<file path="src/wdt_ctrl_pkg.sv">
// Package with register map, field positions and reset values of the watchdog control bits
package wdt_ctrl_pkg;

  // Register byte offsets
  localparam logic [7:0] CTRL_OFFSET       = 8'h00;
  localparam logic [7:0] IRQ_STATUS_OFFSET = 8'h10;
  localparam logic [7:0] IRQ_MASK_OFFSET   = 8'h14;

  // Field positions in the watchdog control register
  localparam int LATE_FLAG_BIT   = 31;
  localparam int EARLY_FLAG_BIT  = 30;
  localparam int WIN_EN_BIT      = 29;
  localparam int CLK_READY_BIT   = 28;
  localparam int CLK_READY_IE_BIT = 27;
  localparam int ENABLE_BIT      = 0;

  // Field positions in the interrupt status and mask registers
  localparam int IRQ_WIDTH       = 3;
  localparam int IRQ_LATE_BIT    = 0;
  localparam int IRQ_EARLY_BIT   = 1;
  localparam int IRQ_CLKRDY_BIT  = 2;

  // Reset values
  localparam logic [31:0] DATA_RESET = 32'h0000_0000;
  localparam logic [2:0]  IRQ_RESET  = 3'h0;

  // Write-one-to-clear update where a new event beats the clear
  function automatic logic [IRQ_WIDTH-1:0] w1c_update(
    input logic [IRQ_WIDTH-1:0] cur,
    input logic [IRQ_WIDTH-1:0] set,
    input logic [IRQ_WIDTH-1:0] clr
  );
    w1c_update = set | (cur & ~clr);
  endfunction

endpackage

</file>
<file path="src/wdt_ctrl_bits.sv">
// Watchdog control register upper bits: reset flags, window enable, clock ready and interrupts
//
// Strobed register access was chosen for this implementation.
`timescale 1ns/1ps
// What this block does
// - A late reset event sets the late flag in bit 31 whatever the window or reset enables.
// - An early reset event sets the early flag in bit 30 whatever the reset enable.
// - Each flag reads 0 with no watchdog reset of its kind and 1 after one.
// - Bit 29 at 0 allows only late events; at 1 early window events are added.
// - The read-only clock-ready bit 28 clears when software changes the enable bit.
// - Clock-ready returns to 1 once the requested enable or disable has completed.
// - With bit 27 at 1 the clock-ready rise raises an interrupt, with 0 it does not.
// - A late reset event occurs when the counter equals the late reset threshold.
// - A reset event with reset_enable at 1 asks for a system reset and a counter clear; enable and flags survive it.
module wdt_ctrl_bits #(
  parameter int CNT_W = 32  // Counter width
) (
  input  wire logic             core_clk,         // Core clock, 25 MHz
  input  wire logic             rst_n,            // Power-on reset, synchronous, active low
  input  wire logic             sys_rst_n,        // System reset, synchronous, active low
  input  wire logic [7:0]       addr,             // Register byte address
  input  wire logic [31:0]      wr_data,          // Write data
  input  wire logic             wr_en,            // Write strobe
  input  wire logic             rd_en,            // Read strobe
  output logic      [31:0]      rd_data,          // Read data, cycle after strobe
  input  wire logic             reset_enable,     // Reset generation enabled
  input  wire logic             feed,             // Feed sequence done, pulse
  input  wire logic [CNT_W-1:0] count,            // Counter value
  input  wire logic [CNT_W-1:0] late_thresh,      // Late reset threshold
  input  wire logic [CNT_W-1:0] early_thresh,     // Early reset threshold
  input  wire logic             wdt_clk_running,  // Watchdog clock status, other domain
  output logic                  enable,           // Watchdog enable bit
  output logic                  sys_reset_req,    // System reset request, pulse
  output logic                  counter_clear,    // Counter clear, pulse
  output logic                  irq               // Interrupt, level
);

  // Control state
  logic        enable_reg;
  logic        enable_next;
  logic        late_flag_reg;
  logic        late_flag_next;
  logic        early_flag_reg;
  logic        early_flag_next;
  logic        win_en_reg;
  logic        win_en_next;
  logic        clk_ready_reg;
  logic        clk_ready_next;
  logic        clk_ready_ie_reg;
  logic        clk_ready_ie_next;
  logic [2:0]  irq_status_reg;
  logic [2:0]  irq_status_next;
  logic [2:0]  irq_mask_reg;
  logic [2:0]  irq_mask_next;
  logic [31:0] rd_data_reg;
  logic [31:0] rd_data_next;
  logic        irq_reg;
  logic        sys_reset_req_reg;
  logic        counter_clear_reg;

  // Event and decode wires
  wire         late_evt;
  wire         early_evt;
  wire         clk_running_sync;
  wire         ctrl_sel;
  wire         status_sel;
  wire         mask_sel;
  wire         ctrl_wr;
  wire         status_wr;
  wire         mask_wr;
  wire         enable_change;
  wire         ready_done;
  wire         ready_rise;
  wire         reset_evt;
  wire [2:0]   irq_set;
  wire [2:0]   irq_clr;
  wire [31:0]  ctrl_word;

  // Watchdog clock status arrives from another domain
  input_sync3 u_clk_sync (
    .core_clk (core_clk),
    .rst_n    (rst_n),
    .async_in (wdt_clk_running),
    .sync_out (clk_running_sync)
  );

  // Late and early reset event detection
  reset_event_detect #(
    .CNT_W (CNT_W)
  ) u_detect (
    .core_clk     (core_clk),
    .rst_n        (rst_n),
    .enable       (enable_reg),
    .win_en       (win_en_reg),
    .feed         (feed),
    .count        (count),
    .late_thresh  (late_thresh),
    .early_thresh (early_thresh),
    .late_evt     (late_evt),
    .early_evt    (early_evt)
  );

  // Address decode; unmapped addresses read as zero and ignore writes
  assign ctrl_sel   = (addr == wdt_ctrl_pkg::CTRL_OFFSET);
  assign status_sel = (addr == wdt_ctrl_pkg::IRQ_STATUS_OFFSET);
  assign mask_sel   = (addr == wdt_ctrl_pkg::IRQ_MASK_OFFSET);
  assign ctrl_wr    = wr_en && ctrl_sel;
  assign status_wr  = wr_en && status_sel;
  assign mask_wr    = wr_en && mask_sel;

  // Enable bit and its change request
  assign enable_change = ctrl_wr && (wr_data[wdt_ctrl_pkg::ENABLE_BIT] != enable_reg);
  assign enable_next   = ctrl_wr ? wr_data[wdt_ctrl_pkg::ENABLE_BIT] : enable_reg;

  // Reset flags: hardware set beats a software clear in the same cycle
  assign late_flag_next  = late_evt ||
                           (late_flag_reg &&
                            !(ctrl_wr && !wr_data[wdt_ctrl_pkg::LATE_FLAG_BIT]));
  assign early_flag_next = early_evt ||
                           (early_flag_reg &&
                            !(ctrl_wr && !wr_data[wdt_ctrl_pkg::EARLY_FLAG_BIT]));

  // Plain read-write configuration bits
  assign win_en_next       = ctrl_wr ? wr_data[wdt_ctrl_pkg::WIN_EN_BIT] : win_en_reg;
  assign clk_ready_ie_next = ctrl_wr ? wr_data[wdt_ctrl_pkg::CLK_READY_IE_BIT]
                                     : clk_ready_ie_reg;
  assign irq_mask_next     = mask_wr ? wr_data[2:0] : irq_mask_reg;

  // Clock ready: drops on an enable change, rises once the clock status matches the request
  assign ready_done     = (clk_running_sync == enable_reg);
  assign clk_ready_next = enable_change ? 1'b0 :
                          (ready_done ? 1'b1 : clk_ready_reg);
  assign ready_rise     = clk_ready_next && !clk_ready_reg;

  // Any reset event of either kind drives the system reset path
  assign reset_evt = late_evt || early_evt;

  // Interrupt status events; clock-ready only counts while its enable is set
  assign irq_set = {ready_rise && clk_ready_ie_reg, early_evt, late_evt};
  assign irq_clr = status_wr ? wr_data[2:0] : 3'h0;
  assign irq_status_next = wdt_ctrl_pkg::w1c_update(irq_status_reg, irq_set, irq_clr);

  // Control word as software sees it; fields owned elsewhere read as zero here
  assign ctrl_word = {late_flag_reg, early_flag_reg, win_en_reg, clk_ready_reg,
                      clk_ready_ie_reg, 26'h000_0000, enable_reg};

  // Read mux, registered so data stand in the cycle after the strobe only
  assign rd_data_next = !rd_en     ? wdt_ctrl_pkg::DATA_RESET :
                        ctrl_sel   ? ctrl_word :
                        status_sel ? {29'h0000_0000, irq_status_reg} :
                        mask_sel   ? {29'h0000_0000, irq_mask_reg} :
                                     wdt_ctrl_pkg::DATA_RESET;

  // State that survives a system reset: enable, both reset flags and clock ready
  always_ff @(posedge core_clk) begin
    if (!rst_n) begin
      enable_reg     <= 1'b0;
      late_flag_reg  <= 1'b0;
      early_flag_reg <= 1'b0;
      clk_ready_reg  <= 1'b0;
    end else begin
      enable_reg     <= enable_next;
      late_flag_reg  <= late_flag_next;
      early_flag_reg <= early_flag_next;
      clk_ready_reg  <= clk_ready_next;
    end
  end

  // Configuration cleared by either reset
  always_ff @(posedge core_clk) begin
    if (!rst_n || !sys_rst_n) begin
      win_en_reg       <= 1'b0;
      clk_ready_ie_reg <= 1'b0;
      irq_status_reg   <= wdt_ctrl_pkg::IRQ_RESET;
      irq_mask_reg     <= wdt_ctrl_pkg::IRQ_RESET;
    end else begin
      win_en_reg       <= win_en_next;
      clk_ready_ie_reg <= clk_ready_ie_next;
      irq_status_reg   <= irq_status_next;
      irq_mask_reg     <= irq_mask_next;
    end
  end

  // Registered outputs; the reset request is gated by the reset enable, the flags are not
  always_ff @(posedge core_clk) begin
    if (!rst_n) begin
      rd_data_reg       <= wdt_ctrl_pkg::DATA_RESET;
      irq_reg           <= 1'b0;
      sys_reset_req_reg <= 1'b0;
      counter_clear_reg <= 1'b0;
    end else begin
      rd_data_reg       <= rd_data_next;
      irq_reg           <= |(irq_status_next & irq_mask_next);
      sys_reset_req_reg <= reset_evt && reset_enable;
      counter_clear_reg <= reset_evt && reset_enable;
    end
  end

  assign rd_data       = rd_data_reg;
  assign enable        = enable_reg;
  assign irq           = irq_reg;
  assign sys_reset_req = sys_reset_req_reg;
  assign counter_clear = counter_clear_reg;

endmodule

</file>
<file path="src/input_sync3.sv">
// Three-stage synchroniser for a level from outside the core clock domain
`timescale 1ns/1ps
module input_sync3 (
  input  wire logic core_clk,  // Core clock
  input  wire logic rst_n,     // Synchronous reset, active low
  input  wire logic async_in,  // Level from another domain
  output logic      sync_out   // Filtered level
);

  logic s1_reg;
  logic s2_reg;
  logic s3_reg;
  logic out_reg;

  // First stage feeds only the second; output moves once stages two and three agree
  always_ff @(posedge core_clk) begin
    if (!rst_n) begin
      s1_reg  <= 1'b0;
      s2_reg  <= 1'b0;
      s3_reg  <= 1'b0;
      out_reg <= 1'b0;
    end else begin
      s1_reg <= async_in;
      s2_reg <= s1_reg;
      s3_reg <= s2_reg;
      if (s2_reg == s3_reg) begin
        out_reg <= s3_reg;
      end
    end
  end

  assign sync_out = out_reg;

endmodule

</file>
<file path="src/reset_event_detect.sv">
// Detector of late and early watchdog reset events from counter and thresholds
`timescale 1ns/1ps
module reset_event_detect #(
  parameter int CNT_W = 32  // Counter width
) (
  input  wire logic             core_clk,     // Core clock
  input  wire logic             rst_n,        // Synchronous reset, active low
  input  wire logic             enable,       // Watchdog running
  input  wire logic             win_en,       // Window function enabled
  input  wire logic             feed,         // Feed sequence completed, pulse
  input  wire logic [CNT_W-1:0] count,        // Counter value
  input  wire logic [CNT_W-1:0] late_thresh,  // Late reset threshold
  input  wire logic [CNT_W-1:0] early_thresh, // Early reset threshold
  output logic                  late_evt,     // Late reset event, pulse
  output logic                  early_evt     // Early reset event, pulse
);

  logic hit_reg;
  logic late_reg;
  logic early_reg;
  wire  late_hit;
  wire  early_hit;

  // Counter may sit on the threshold for many core cycles, so only the first counts
  assign late_hit  = enable && (count == late_thresh);
  // Early events exist only with the window function on
  assign early_hit = enable && win_en && feed && (count < early_thresh);

  always_ff @(posedge core_clk) begin
    if (!rst_n) begin
      hit_reg   <= 1'b0;
      late_reg  <= 1'b0;
      early_reg <= 1'b0;
    end else begin
      hit_reg   <= late_hit;
      late_reg  <= late_hit && !hit_reg;
      early_reg <= early_hit;
    end
  end

  assign late_evt  = late_reg;
  assign early_evt = early_reg;

endmodule

</file>
<file path="config.mk">
export PLATFORM = sky130hd
export DESIGN_NAME = wdt_ctrl_bits
export DESIGN_NICKNAME = d
export VERILOG_FILES = /design/src/wdt_ctrl_pkg.sv /design/src/wdt_ctrl_bits.sv /design/src/input_sync3.sv /design/src/reset_event_detect.sv
export SDC_FILE = /design/constraint.sdc
export NUM_CORES = 1
export LEC_CHECK = 0
export BUFFER_PORTS_ARGS = -buffer_cell sky130_fd_sc_hd__clkbuf_2
export CORE_ASPECT_RATIO = 1.25
export CORE_MARGIN = 2
export CORE_UTILIZATION = 45
export CTS_BUF_LIST = sky130_fd_sc_hd__clkbuf_8
export CTS_CLUSTER_DIAMETER = 150
export DETAILED_ROUTE_END_ITERATION = 7
export HOLD_SLACK_MARGIN = 0.1
export PLACE_DENSITY_LB_ADDON = 0.1
export SLEW_MARGIN = 20
export SYNTH_ARGS = -nofsm -noshare
export SYNTH_HDL_FRONTEND = slang
export SYNTH_SLANG_ARGS = --single-unit
export TNS_END_PERCENT = 50
</file>
<file path="constraint.sdc">
create_clock -name core_clk -period 3.78 [get_ports core_clk]
set_clock_uncertainty 0.15 [all_clocks]
set_input_delay 0.567 -clock core_clk [delete_from_list [all_inputs] [get_ports core_clk]]
set_output_delay 0.567 -clock core_clk [all_outputs]
set_load 0.05 [all_outputs]
</file>
# Yosys cells after proc, flatten, opt, wreduce, memory -nomap -nowiden
# Cells that the tools add are included.
[word_totals]
input_bits = 144
reg_bits = 53
output_inout_bits = 36
[op_classes]
order_cmp = 1
muxes = 7
reduce_logical = 33
n_eq_ne = 6
bitwise_logic = 6
[op_table]
columns = ["cell", "n"]
rows = [
  ["$eq A32 B32 Y1", 1],
  ["$lt A32 B32 Y1", 1],
  ["$mux W32", 1],
  ["$eq A8 B5 Y1 const B", 2],
  ["$logic_and A1 B1 Y1", 16],
  ["$mux W3", 4],
  ["$logic_not A1 Y1", 8],
  ["$logic_not A8 Y1", 1],
  ["$and A3 B3 Y3", 2],
  ["$reduce_or A3 Y1", 2],
  ["$logic_or A1 B1 Y1", 4],
  ["$reduce_or A4 Y1", 1],
  ["$not A3 Y3", 1],
  ["$or A3 B3 Y3", 1],
  ["$eq A1 B1 Y1", 2],
  ["$mux W1", 2],
  ["$not A1 Y1", 2],
  ["$reduce_and A2 Y1", 1],
  ["$ne A1 B1 Y1", 1],
]

# Depth between registers and ports, before layout
# Gate-level depths: netlist (run 1).
[logic_depth]
depth_word = 9
mapped_depth = 7
ltp_nobuf = 7

# By module
# Synthesis (run 1) repeated with hierarchy kept, for this count alone.
[unflattened]
hier_cells = 282
area_unflattened_um2 = 2412.3
[by_module_without_submodules]
columns = ["module", "cells_per_inst", "instances", "area_per_inst_um2"]
rows = [
  ["reset_event_detect", 158, 1, 1214.9],
  ["wdt_ctrl_bits", 114, 1, 1081.0],
  ["input_sync3", 10, 1, 116.4],
]

# Worst setup path before layout (run 1)
# Ideal clock, no wire load.
[synth_timing]
path_type = "input to register"
from = "input addr[5]"
to = "register irq_reg, in the netlist irq"
path_buffers = 0
cell_stages = 5
arrival_time_ps = 1701
setup_time_ps = 114
path_slack_ps = 1815
t_required_ps = 3516
cell_sequence = "nor4_4 -> a41oi_1 -> a211oi_1 -> nor3b_1 -> a21o_1"
[synth_between]
elab_chain_len = 9
[synth_rtl]
columns = ["element", "line_no", "text"]
rows = [
  ["start: declaration", "wdt_ctrl_bits.sv:21", "input wire logic [7:0] addr,"],
  ["$logic_not A8 Y1", "wdt_ctrl_bits.sv:104", "assign ctrl_sel = (addr == wdt_ctrl_pkg::CTRL_OFFSET);"],
  ["$logic_and A1 B1 Y1", "wdt_ctrl_bits.sv:107", "assign ctrl_wr = wr_en && ctrl_sel;"],
  ["$logic_and A1 B1 Y1", "wdt_ctrl_bits.sv:112", "assign enable_change = ctrl_wr && (wr_data[wdt_ctrl_pkg::ENABLE_BIT] != enable_reg);"],
  ["$mux W1", "wdt_ctrl_bits.sv:131", "assign clk_ready_next = enable_change ? 1'b0 :"],
  ["$logic_and A1 B1 Y1", "wdt_ctrl_bits.sv:133", "assign ready_rise = clk_ready_next && !clk_ready_reg;"],
  ["$logic_and A1 B1 Y1", "wdt_ctrl_bits.sv:139", "assign irq_set = {ready_rise && clk_ready_ie_reg, early_evt, late_evt};"],
  ["$or A3 B3 Y3", "wdt_ctrl_pkg.sv:33", "w1c_update = set | (cur & ~clr);"],
  ["$and A3 B3 Y3 (*)", "wdt_ctrl_bits.sv:193", "irq_reg <= |(irq_status_next & irq_mask_next);"],
  ["$reduce_or A3 Y1 (*)", "wdt_ctrl_bits.sv:193", ""],
  ["end signal: assignment", "wdt_ctrl_bits.sv:193", ""],
  ["end: declaration", "wdt_ctrl_bits.sv:57", "logic irq_reg;"],
]
# Every way passes the cells marked *; elsewhere a longest branch is shown, timed or not.
# A chain may end at the register's enable or synchronous reset.

# Worst setup path in the final report (run 1)
[layout_timing]
from = "input count[29]"
to = "register u_detect.late_reg, in the netlist u_detect.late_evt"
[layout_between]
elab_chain_len = 3
[layout_rtl]
columns = ["element", "line_no", "text"]
rows = [
  ["start: declaration", "wdt_ctrl_bits.sv:28", "input wire logic [CNT_W-1:0] count,"],
  ["$eq A32 B32 Y1", "reset_event_detect.sv:25", "assign late_hit = enable && (count == late_thresh);"],
  ["$logic_and A1 B1 Y1", "reset_event_detect.sv:25", ""],
  ["$logic_and A1 B1 Y1", "reset_event_detect.sv:36", "late_reg <= late_hit && !hit_reg;"],
  ["end signal: assignment", "reset_event_detect.sv:36", ""],
  ["end: declaration", "reset_event_detect.sv:19", "logic late_reg;"],
]
# Every way passes these cells.

==> results of run 1 <==
## stage by stage
step | util [%] | hold WS (ns) | cells | worst slack, ns | power (mW)
2_1_floorplan | - | 0.237 | 311 | 1.82 | 0.479
3_3_place_gp | 59.3 | 0.249 | 476 | 1.49 | 0.555
3_5_place_dp | 59.3 | 0.247 | 476 | 1.45 | 0.558
4_1_cts | 61.0 | 0.260 | 484 | 1.73 | 0.800
5_1_grt | 61.0 | 0.276 | 484 | 1.65 | 0.839
6_report | 61.0 | 0.261 | 484 | 1.76 | 0.790
## cells in the final DEF, fill, tap and decap left out, types with 4 or more instances in the layout
cell type  count
a21oi_1       14
and2_1         9
clkbuf_2     130
clkbuf_8       5
conb_1        24
dfxtp_1       29
ha_1          31
inv_1         34
mux2i_1        7
nand2_1       14
nand4_1        8
nand4b_1       4
nor2_1        16
nor2b_1        4
nor3_1         6
nor4_1         4
o21ai_0        6
xnor2_1       15
xor2_1        17
## cells by family after synthesis
group                      after synthesis
and+or+nand+nor                         82
buffers and inverters                   61
AOI/OAI and AO/OA                       45
xor gates and xnor gates                32
adders and majority gates               31
DFF                                     29
muxes                                    7
other                                    1
## cell usage after synthesis, types with 6 or more instances
library cell | n | share of area [%]
buf_4 | 25 | 7.7
nor3_1 | 6 | 1.2
and2_1 | 9 | 2.3
nor2_1 | 16 | 2.5
ha_1 | 31 | 16
xnor2_1 | 15 | 5.4
nand4_1 | 8 | 2.1
xor2_1 | 17 | 6.1
a21oi_1 | 14 | 2.9
mux2i_1 | 7 | 2.9
inv_1 | 34 | 5.2
o21ai_0 | 6 | 1.2
dfxtp_1 | 29 | 24
nand2_1 | 14 | 2.2
## layer usage
| layer | GRT usage [%] | vias to the layer above |
|---|---|---|
| li1 | - | 1217 |
| met1 | 20.2 | 1042 |
| met2 | 38.2 | 101 |
| met3 | 3.95 | 8 |
| met4 | 7.69 | 0 |
| met5 | 0 | - |
## worst max-delay path by stage
stage / startpoint / end / slack [ns]
final: count[29] / u_detect.late_evt$_SDFF_PN0_ / 1.76
after floorplan: addr[5] / irq$_SDFF_PN0_ / 1.82
after global routing: addr[5] / irq$_SDFF_PN0_ / 1.65
after CTS: count[29] / u_detect.late_evt$_SDFF_PN0_ / 1.73
after detailed placement: count[29] / u_detect.late_evt$_SDFF_PN0_ / 1.45
after global placement: count[29] / u_detect.late_evt$_SDFF_PN0_ / 1.49
## power by group through the flow
stage / logic, mW / registers [mW] / clock network (mW)
after floorplan: 0.164 / 0.315 / 0
after global placement: 0.240 / 0.315 / 0
after CTS: 0.244 / 0.309 / 0.247
after detailed placement: 0.243 / 0.315 / 0
after global routing: 0.268 / 0.309 / 0.262
final: 0.241 / 0.309 / 0.240
## area by class of cell
type	instances	area [µm²]	share of cell area, %
repair buffers	130	651	20.7
clock inverters	3	17.5	0.558
clock buffers	5	68.8	2.19
flip-flops and latches	29	581	18.5
inverters	34	128	4.06
well taps	62	77.6	2.47
multi-input cells	221	1620	51.5
## worst register-to-register path, delay by kind of cell (launching register included)
family          cells  cell delay (ns)
simple gates        2             0.78
flops               1             0.38
compound gates      3             0.38
==> metrics, run 1 <==
Worst VDD drop=~110 µV; Reg clk slew, reported paths=approximately 0.060 ns; DRC=0; Synth Area in Compound Gates=12.2%; DR vias=approximately 2400; Final ANT Viol Nets=0; RR Startpoint=enable$_SDFFE_PN0P_; fin nets=roughly 600; async set-or-reset flop fraction in the synthesized netlist=0%; Netlist cell types=44; final setup vio count=0; setup repair after global routing missed its margin=false; Leak=about 1.7 nW; CP max stage delay=about 0.54 ns; Seq/Total Area, Yosys=a little under a quarter; # H-tree levels=2; PD cells=between 200 and 300 mW/mm²; drt first pass iters=4; P_sw=about 0.26 mW; Final min period=2.02 ns; DIE HEIGHT=between 80 and 90 µm; Crit. End Element=register; Simple-Gate Fraction of Synth Area=roughly a fifth; Max Used Layer=met4; Total Neg Setup Slack=0 ns; Largest delay share family, worst path=simple AND/OR/NAND/NOR gates; number of synthesized flops with an enable pin=0; adder-cell share of the synthesized area=about 16%; largest net degree at the start of global routing=16; crit path launch type=primary input; Net Sw Frac=32.5%; max reg flops=8; initial drt markers=85; status=complete, no violations; number of max-cap violations=0; Logic pwr share=30.5%; Clock Root Buffer=clkbuf_8; final hold viol count=0; Slowest cell on crit path=or4_4; Seq pwr share=between 30% and 40%; TritonCTS clock tree=yes; ordered cell list for the critical path=clkbuf_2 > xor2_1 > nor4_1 > nand4_1 > or4_4 > nor3b_2; syn_area_per_cell=~8.5 µm²; Mapped Area=roughly 0.0024 mm²; share of cells above drive strength 1=34.1%; Inserted Clock Buffers=5; Worst R2R Setup Slack=around 2.1 ns; cell count of the worst reg-to-reg path=5; Port Buf Inserts=between 100 and 150; post-DR vias/cell=around 5; synthesis-to-layout area growth=29.0%; CTS sink cnt=29; Clk Latency, worst-skew pair=around 0.27 ns; Clock power frac=a little under a third; Yosys Warn Count=0; Slew headroom=roughly 63%; post-CTS setup buffer count=0; M1 WL=a little over 2 mm; Min-Delay Endpoint=u_detect.late_evt$_SDFF_PN0_; hold_buf cts=0; GPL Wtd Cong=around 0.8; Mapped Cells=about 290; core area=roughly 0.0052 mm²; initial antenna violation count=0; Fillers=~500; mux contribution to synthesized area=under 10%; Worst-Margin Slew=0.555 ns; critical path depth=6; Routed WL=between 5 and 6 mm; Yosys reg bits=29; number of I/O pins=between 150 and 200; first-pass GRT wire length=between 9 and 10 mm; Ant. Diodes=0; Crit path arrival time=2.08 ns; Die ar.=between 0.006 and 0.007 mm²; Initial Utilization=between 40% and 50%; Crit Path Class=in2reg; total track usage=about a fifth; cell row count=29; Synth Area in XOR/XNOR=between 10% and 20%; Detail Placement HPWL=between 5 and 6 mm; Hold Startpoint=u_detect.hit_reg$_SDFF_PN0_; main combinational cell family by area after synthesis=simple AND/OR/NAND/NOR gates; Final Instance Area=around 0.0031 mm²; period utilisation layout=approximately 54%; Pins Over Slew Limit=0; Hold Crit Class=reg2reg; DP Area=between 0.003 and 0.004 mm²; maximum clock path buffer count=2; grt total ovfl=0; Buf/Inv on CP=1; number of gates resized after CTS=0; Top FF cell, synth=dfxtp_1; Critical R2R Capture=irq$_SDFF_PN0_; met2 wire len=between 3 and 4 mm; CP Max Fanout=2; Critical Path RT=about 3.8 ns; hold path depth=1; max frequency=approximately 0.5 GHz; internal power=roughly 0.53 mW; die width=69.8 µm; Met3 Routed Length=442 µm; vias in the first global route=2254; drt wl/cell=12.1 µm
Power figures use the tool's default switching activity.
==> run 2: changes to the inputs <==
--- a/config.mk
+++ b/config.mk
@@ -5,10 +5,11 @@
 export SDC_FILE = /design/constraint.sdc
 export NUM_CORES = 1
 export LEC_CHECK = 0
+export ABC_AREA = 1
 export BUFFER_PORTS_ARGS = -buffer_cell sky130_fd_sc_hd__clkbuf_2
 export CORE_ASPECT_RATIO = 1.25
 export CORE_MARGIN = 2
-export CORE_UTILIZATION = 45
+export CORE_UTILIZATION = 43
 export CTS_BUF_LIST = sky130_fd_sc_hd__clkbuf_8
 export CTS_CLUSTER_DIAMETER = 150
 export DETAILED_ROUTE_END_ITERATION = 7
==> constraint.sdc (replaced) <==
create_clock -name core_clk -period 1.9 [get_ports core_clk]
set_clock_uncertainty 0.15 [all_clocks]
set_input_delay 0.285 -clock core_clk [delete_from_list [all_inputs] [get_ports core_clk]]
set_output_delay 0.285 -clock core_clk [all_outputs]
set_load 0.05 [all_outputs]
==> run 2 against run 1 <==
Effect of this change:
- sequential power grew 99%
- utilization down 3.5 points
- area after synthesis increased by 5.9%
- hold slack worse by 0.13 ns
- final cell count rose by 24%
- largest cell class unchanged
==> metrics, run 2 <==
synthesis-to-layout area growth=28.8% (was 29.0%); final hold viol count=0 (unchanged); DP Worst Slack=0.208 ns (was 1.45 ns); Top FF cell, synth=dfxtp_1 (unchanged); Final ANT Viol Nets=0 (unchanged); number of synthesized flops with an enable pin=0 (unchanged); Logic pwr share=31.9% (was 30.5%); Clock Root Buffer=clkbuf_8 (unchanged); internal power=1.06 mW (was 0.533 mW); Mapped Cells=396 (was 288); share of cells above drive strength 1=28.5% (was 34.1%); Largest delay share family, worst path=flip-flops (was simple AND/OR/NAND/NOR gates); async set-or-reset flop fraction in the synthesized netlist=0% (unchanged); TritonCTS clock tree=yes (unchanged); Net Sw Frac=33.9% (was 32.5%); Final min period=roughly 1.6 ns; final setup margin=0.348 ns (was 1.76 ns); P_sw=0.546 mW (was 0.256 mW); largest net degree at the start of global routing=11 (was 16); Die ar.=0.00664 mm² (was 0.00602 mm²); Met3 Routed Length=502 µm (was 442 µm); Initial Utilization=44.6% (was 47.3%); area leader, netlist=dfxtp_1 (unchanged); Routed WL=6.30 mm (was 5.87 mm); Clock power frac=30.0% (was 30.4%); Max Used Layer=met4 (unchanged); Detail Placement HPWL=5.79 mm (was 5.34 mm); maximum clock path buffer count=2 (unchanged); max reg flops=8 (unchanged); ordered cell list for the critical path=clkbuf_2 (was clkbuf_2 > xor2_1 > nor4_1 > nand4_1 > or4_4 > nor3b_2); Reg clk slew, reported paths=0.06 ns (about the same); Yosys reg bits=29 (unchanged); Clk Latency, worst-skew pair=0.27 ns (about the same); grt total ovfl=0 (unchanged); Seq pwr share=38.1% (was 39.1%); post-DR vias/cell=4.55 (was 4.89); Total Neg Setup Slack=0 ns (unchanged); Port Buf Inserts=130 (unchanged); Crit path arrival time=1.12 ns (was 2.08 ns); Inserted Clock Buffers=5 (unchanged); commonest non-fill, non-tap cell in the layout=clkbuf_2 (unchanged); Buf/Inv on CP=1 (unchanged); Crit Path Class=reg2out (was in2reg); post-CTS setup buffer count=0 (unchanged); initial antenna violation count=0 (unchanged); Seq/Total Area, Yosys=22.5% (was 23.8%); Mapped Area=0.00258 mm² (was 0.00244 mm²); Hold Crit Class=in2reg (was reg2reg); crit path launch type=register (was primary input); Commonest cells post-synth=inv_1, nand2_1, nor2_1 (was inv_1, ha_1, dfxtp_1); Yosys Warn Count=0 (unchanged); CP Max Fanout=8 (was 2); Util after Layout=57.5% (was 61.0%); Leak=1.97 nW (was 1.67 nW); status=complete, no violations (unchanged); area share of the largest cell type after synthesis=22.5% (was 23.8%); CP max stage delay=0.50 ns (was 0.54 ns); drt wl/cell=10.5 µm (was 12.1 µm); commonest non-fill, non-tap cells in the layout=clkbuf_2, inv_1, nand2_1 (was clkbuf_2, inv_1, ha_1); final setup vio count=0 (unchanged); Slowest cell on crit path=dfxtp_1 (was or4_4); Netlist cell types=32 (was 44); Worst VDD drop=252 µV (was 110 µV); drt first pass iters=4 (unchanged); fin nets=708 (was 596); number of max-cap violations=0 (unchanged); # H-tree levels=2 (unchanged); total track usage=18.9% (was 19.5%); number of I/O pins=180 (unchanged); count leader, synth=inv_1 (unchanged); core area=0.00578 mm² (was 0.00515 mm²); cell row count=31 (was 29); Crit. End Element=output port (was register); DR vias=2732 (was 2368); PD cells=484 mW/mm² (was 251 mW/mm²); top cells by area, synth=dfxtp_1, ha_1, inv_1 (was dfxtp_1, ha_1, buf_4); CTS sink cnt=29 (unchanged); GPL Wtd Cong=0.838 (was 0.797); Ant. Diodes=0 (unchanged); DIE HEIGHT=90.6 µm (was 86.3 µm); setup repair after global routing missed its margin=false (unchanged); max frequency=about 0.64 GHz; initial drt markers=61 (was 85); Pins Over Slew Limit=0 (unchanged); Critical Path RT=1.46 ns (was 3.83 ns); syn_area_per_cell=6.52 µm² (was 8.46 µm²); first-pass GRT wire length=9.98 mm (was 9.58 mm); M1 WL=2.35 mm (was 2.07 mm); DRC=0 (unchanged); vias in the first global route=2494 (was 2254); die width=73.3 µm (was 69.8 µm); period utilisation layout=81.7%; met2 wire len=3.36 mm (was 3.24 mm)
[run 2: metrics by stage]
step           cells  hold WS [ns]  total power, mW  area, µm²
3_3_place_gp     589         0.232             1.13       3210
4_1_cts          600         0.131             1.63       3320
5_1_grt          600         0.137             1.72       3320
6_report         600         0.134             1.61       3320
3_5_place_dp     589         0.242             1.14       3210
2_1_floorplan    419         0.226            0.980       2670
[run 2: worst paths after layout]
kind | cells after the start | startpoint | end | slack, ns
worst min register to register | 1 | u_detect.hit_reg$_SDFF_PN0_ | u_detect.late_evt$_SDFF_PN0_ | 0.25
worst max-delay path | 1 | enable$_SDFFE_PN0P_ | enable | 0.35
worst min-delay path | 3 | wr_data[2] | irq_mask_reg[2]$_SDFF_PP0_ | 0.13
worst max register to register | 6 | enable$_SDFFE_PN0P_ | irq$_SDFF_PN0_ | 0.44
[run 2: logic make-up after synthesis]
| logic type | Yosys count | synth area share, % |
|---|---|---|
| xor gates and xnor gates | 9 | 3.06 |
| other | 1 | 0.145 |
| and+or+nand+nor | 150 | 25.2 |
| DFF | 29 | 22.5 |
| AOI/OAI and AO/OA | 66 | 14.4 |
| buffers and inverters | 110 | 19.7 |
| adders and majority gates | 31 | 15.0 |
[run 2: power groups by stage]
stage	logic, mW	clock network [mW]	registers (mW)
final	0.513	0.482	0.614
after global routing	0.581	0.522	0.614
after CTS	0.519	0.495	0.614
after detailed placement	0.512	0	0.627
after global placement	0.504	0	0.627
after floorplan	0.353	0	0.627
[run 2: final cells by class]
type,count,area (µm²)
clock buffer,5,68.8
clock inverter,3,17.5
fill,584,2460
inverter,84,315
multi-input combinational,280,1580
sequential,29,581
tap,66,82.6
timing repair buffer,133,681
[run 2: what timing repair did]
| item | 4_1_cts | 5_1_grt |
|---|---|---|
| endpoints found under the hold margin | 3 | 0 |
| gates resized for setup | 0 | 0 |
| hold buffers | 3 | 0 |
[run 2: metal layers]
metal,GRT usage [%],vias to the layer above
met1,18.8,1135
met2,37.6,115
met5,0,-
li1,-,1474
met3,3.57,8
met4,5.09,0
==> run 3: changes to the inputs <==
--- a/config.mk
+++ b/config.mk
@@ -5,11 +5,11 @@
 export SDC_FILE = /design/constraint.sdc
 export NUM_CORES = 1
 export LEC_CHECK = 0
-export ABC_AREA = 1
+export ABC_AREA = 0
 export BUFFER_PORTS_ARGS = -buffer_cell sky130_fd_sc_hd__clkbuf_2
 export CORE_ASPECT_RATIO = 1.25
 export CORE_MARGIN = 2
-export CORE_UTILIZATION = 43
+export CORE_UTILIZATION = 38
 export CTS_BUF_LIST = sky130_fd_sc_hd__clkbuf_8
 export CTS_CLUSTER_DIAMETER = 150
 export DETAILED_ROUTE_END_ITERATION = 7
==> constraint.sdc (replaced) <==
create_clock -name core_clk -period 1.4 [get_ports core_clk]
set_clock_uncertainty 0.15 [all_clocks]
set_input_delay 0.21 -clock core_clk [delete_from_list [all_inputs] [get_ports core_clk]]
set_output_delay 0.21 -clock core_clk [all_outputs]
set_load 0.05 [all_outputs]
==> run 3 against run 2 <==
Effect of this change:
- the flow now finishes with violations (setup timing)
- sequential share of layout area shrank 1.9 points
- non-clock buffer count grew 48
- wire length grew 3.2%
- critical path depth grew 4
- final cell count shrank 7.0%
- final area grew 13%
- via count shrank 6.3%
- setup slack lost 0.54 ns
- hold slack lost 0.021 ns
- clock power grew 34%
- first-iteration DRC count grew 8.2%
- critical path type is now reg2reg
- largest cell class unchanged
==> metrics, run 3 (synthesis results as in run 1) <==
status=finished with violations (was complete, no violations); violated checks=setup timing; GR Layer Usage met3=3.23% (was 3.57%); first-pass GRT wire length=10.6 mm (was 9.98 mm); Leak=1.95 nW (was 1.97 nW); Port Buf Inserts=130 (unchanged); setup repair after global routing missed its margin=true (was false); worst hold margin=0.113 ns (was 0.134 ns); synthesis-to-layout area growth=54.4% (was 28.8%); CP max stage delay=0.54 ns (was 0.50 ns); Routed WL=6.51 mm (was 6.30 mm); core area=0.00621 mm² (was 0.00578 mm²); GRT busiest layer=met2 (unchanged); DR vias=2561 (was 2732); Detail Placement HPWL=5.83 mm (was 5.79 mm); cell count of the worst reg-to-reg path=5 (was 6); Crit. End Element=register (was output port); final setup margin=-0.189 ns (was 0.348 ns); post-CTS setup buffer count=0 (unchanged); Util after Layout=60.6% (was 57.5%); Clk Latency, worst-skew pair=0.28 ns (was 0.27 ns); maximum clock path buffer count=2 (unchanged); GRT met2 Usage=36.6% (was 37.6%); die width=75.6 µm (was 73.3 µm); DRC=0 (unchanged); TritonCTS clock tree=yes (unchanged); ordered cell list for the critical path=or4b_4 > a41oi_2 > a211oi_2 > nor3b_2 > a21o_1 (was clkbuf_2); GPL Wtd Cong=0.803 (was 0.838); Ant. Diodes=0 (unchanged); Min-Delay Endpoint=early_flag_reg$_SDFF_PN0_ (was irq_mask_reg[2]$_SDFF_PP0_); Critical Path RT=1.47 ns (was 1.46 ns); Die ar.=0.00707 mm² (was 0.00664 mm²); drt wl/cell=11.7 µm (was 10.5 µm); vias in the first global route=2480 (was 2494); # H-tree levels=2 (unchanged); Initial Utilization=39.3% (was 44.6%); max reg flops=8 (unchanged); hold path depth=3 (unchanged); Crit Path Class=reg2reg (was reg2out); grt met1 use=21.1% (was 18.8%); period utilisation layout=113%; Largest delay share family, worst path=simple AND/OR/NAND/NOR gates (was flip-flops); CP Max Fanout=2 (was 8); Clock Root Buffer=clkbuf_8 (unchanged); Hold Crit Class=in2reg (unchanged); cell row count=32 (was 31); CTS sink cnt=29 (unchanged); share of cells above drive strength 1=45.0% (was 28.5%); Crit. Startpoint=clk_ready_reg$_SDFF_PN0_ (was enable$_SDFFE_PN0P_); Hold Startpoint=wr_data[30] (was wr_data[2]); Slowest cell on crit path=or4b_4 (was dfxtp_1); initial drt markers=66 (was 61); grt total ovfl=0 (unchanged); Critical R2R Capture=irq$_SDFF_PN0_ (unchanged); RR Startpoint=clk_ready_reg$_SDFF_PN0_ (was enable$_SDFFE_PN0P_); largest net degree at the start of global routing=15 (was 11); fin nets=647 (was 708); Worst R2R Setup Slack=-0.19 ns (was 0.44 ns); initial antenna violation count=0 (unchanged); number of max-cap violations=0 (unchanged); Worst VDD drop=373 µV (was 252 µV); Crit path arrival time=1.66 ns (was 1.12 ns); Pins Over Slew Limit=0 (unchanged); Buf/Inv on CP=0 (was 1); Inserted Clock Buffers=5 (unchanged); DIE HEIGHT=93.5 µm (was 90.6 µm); PD cells=609 mW/mm² (was 484 mW/mm²); critical path depth=5 (was 1); max frequency=~0.63 GHz; post-DR vias/cell=4.59 (was 4.55); total track usage=19.5% (was 18.9%); final hold viol count=0 (unchanged); commonest non-fill, non-tap cell in the layout=clkbuf_2 (unchanged); number of I/O pins=180 (unchanged); drt first pass iters=4 (unchanged); commonest non-fill, non-tap cells in the layout=clkbuf_2, buf_4, inv_1 (was clkbuf_2, inv_1, nand2_1); Reg clk slew, reported paths=0.06 ns (about the same); crit path launch type=register (unchanged); Final min period=between 1.5 and 2 ns; Final ANT Viol Nets=0 (unchanged); final setup vio count=5 (was 0)
## run 3: cell count changes in the layout (fill, tap and decap cells not counted), sizes merged, moves of 12 or more
cell   change
a21oi     -15
buf       +49
inv       -48
nand2     -66
nand3     -13
nor2      -26
o21ai     -18
xor2      +12
## run 3: worst max-delay path by stage
stage | to | slack, ns
2_1_floorplan | irq$_SDFF_PN0_ | -0.22
3_3_place_gp | u_detect.late_evt$_SDFF_PN0_ | -0.44
3_5_place_dp | u_detect.late_evt$_SDFF_PN0_ | -0.47
4_1_cts | irq$_SDFF_PN0_ | -0.25
5_1_grt | irq$_SDFF_PN0_ | -0.24
6_report | irq$_SDFF_PN0_ | -0.19
## run 3: stage by stage
stage	total power [mW]	cell area, µm²	cells	worst slack (ns)	setup TNS [ns]
2_1_floorplan	1.33	2640	311	-0.217	-1.00
3_3_place_gp	1.63	3550	545	-0.442	-4.05
3_5_place_dp	1.64	3550	545	-0.473	-3.97
4_1_cts	2.31	3720	558	-0.247	-0.594
5_1_grt	2.45	3760	558	-0.242	-0.849
6_report	2.29	3760	558	-0.189	-0.478
## run 3: area by class of cell
cell class | count | area (µm²)
clock buffers | 5 | 68.8
clock inverters | 3 | 13.8
fillers | 578 | 2440
inverters | 34 | 143
multi-input cells | 221 | 1770
flip-flops and latches | 29 | 586
well taps | 85 | 106
repair buffers | 181 | 1070
## run 3: what timing repair did
action	4_1_cts	5_1_grt
hold buffers	5	0
setup endpoints to repair	6	9
endpoints found under the hold margin	5	0
gates resized for setup	8	13
pin swaps	6	10
## run 3: tightest hold or removal path, cell delays in order
cell	delay, ns
clkbuf_2	0.08
o21ai_0	0.13
a21boi_0	0.07
## run 3: routing by layer
| layer | vias up | wire, µm |
|---|---|---|
| li1 | 1321 | - |
| met5 | - | 0 |
| met1 | 1136 | 2470 |
| met4 | 0 | 119 |
| met3 | 8 | 404 |
| met2 | 96 | 3510 |
## run 3: report_power, final
group          total, mW  internal, mW  switching (mW)
Clock              0.644         0.336           0.308
Combinational      0.817         0.379           0.438
Sequential         0.831         0.829         0.00200
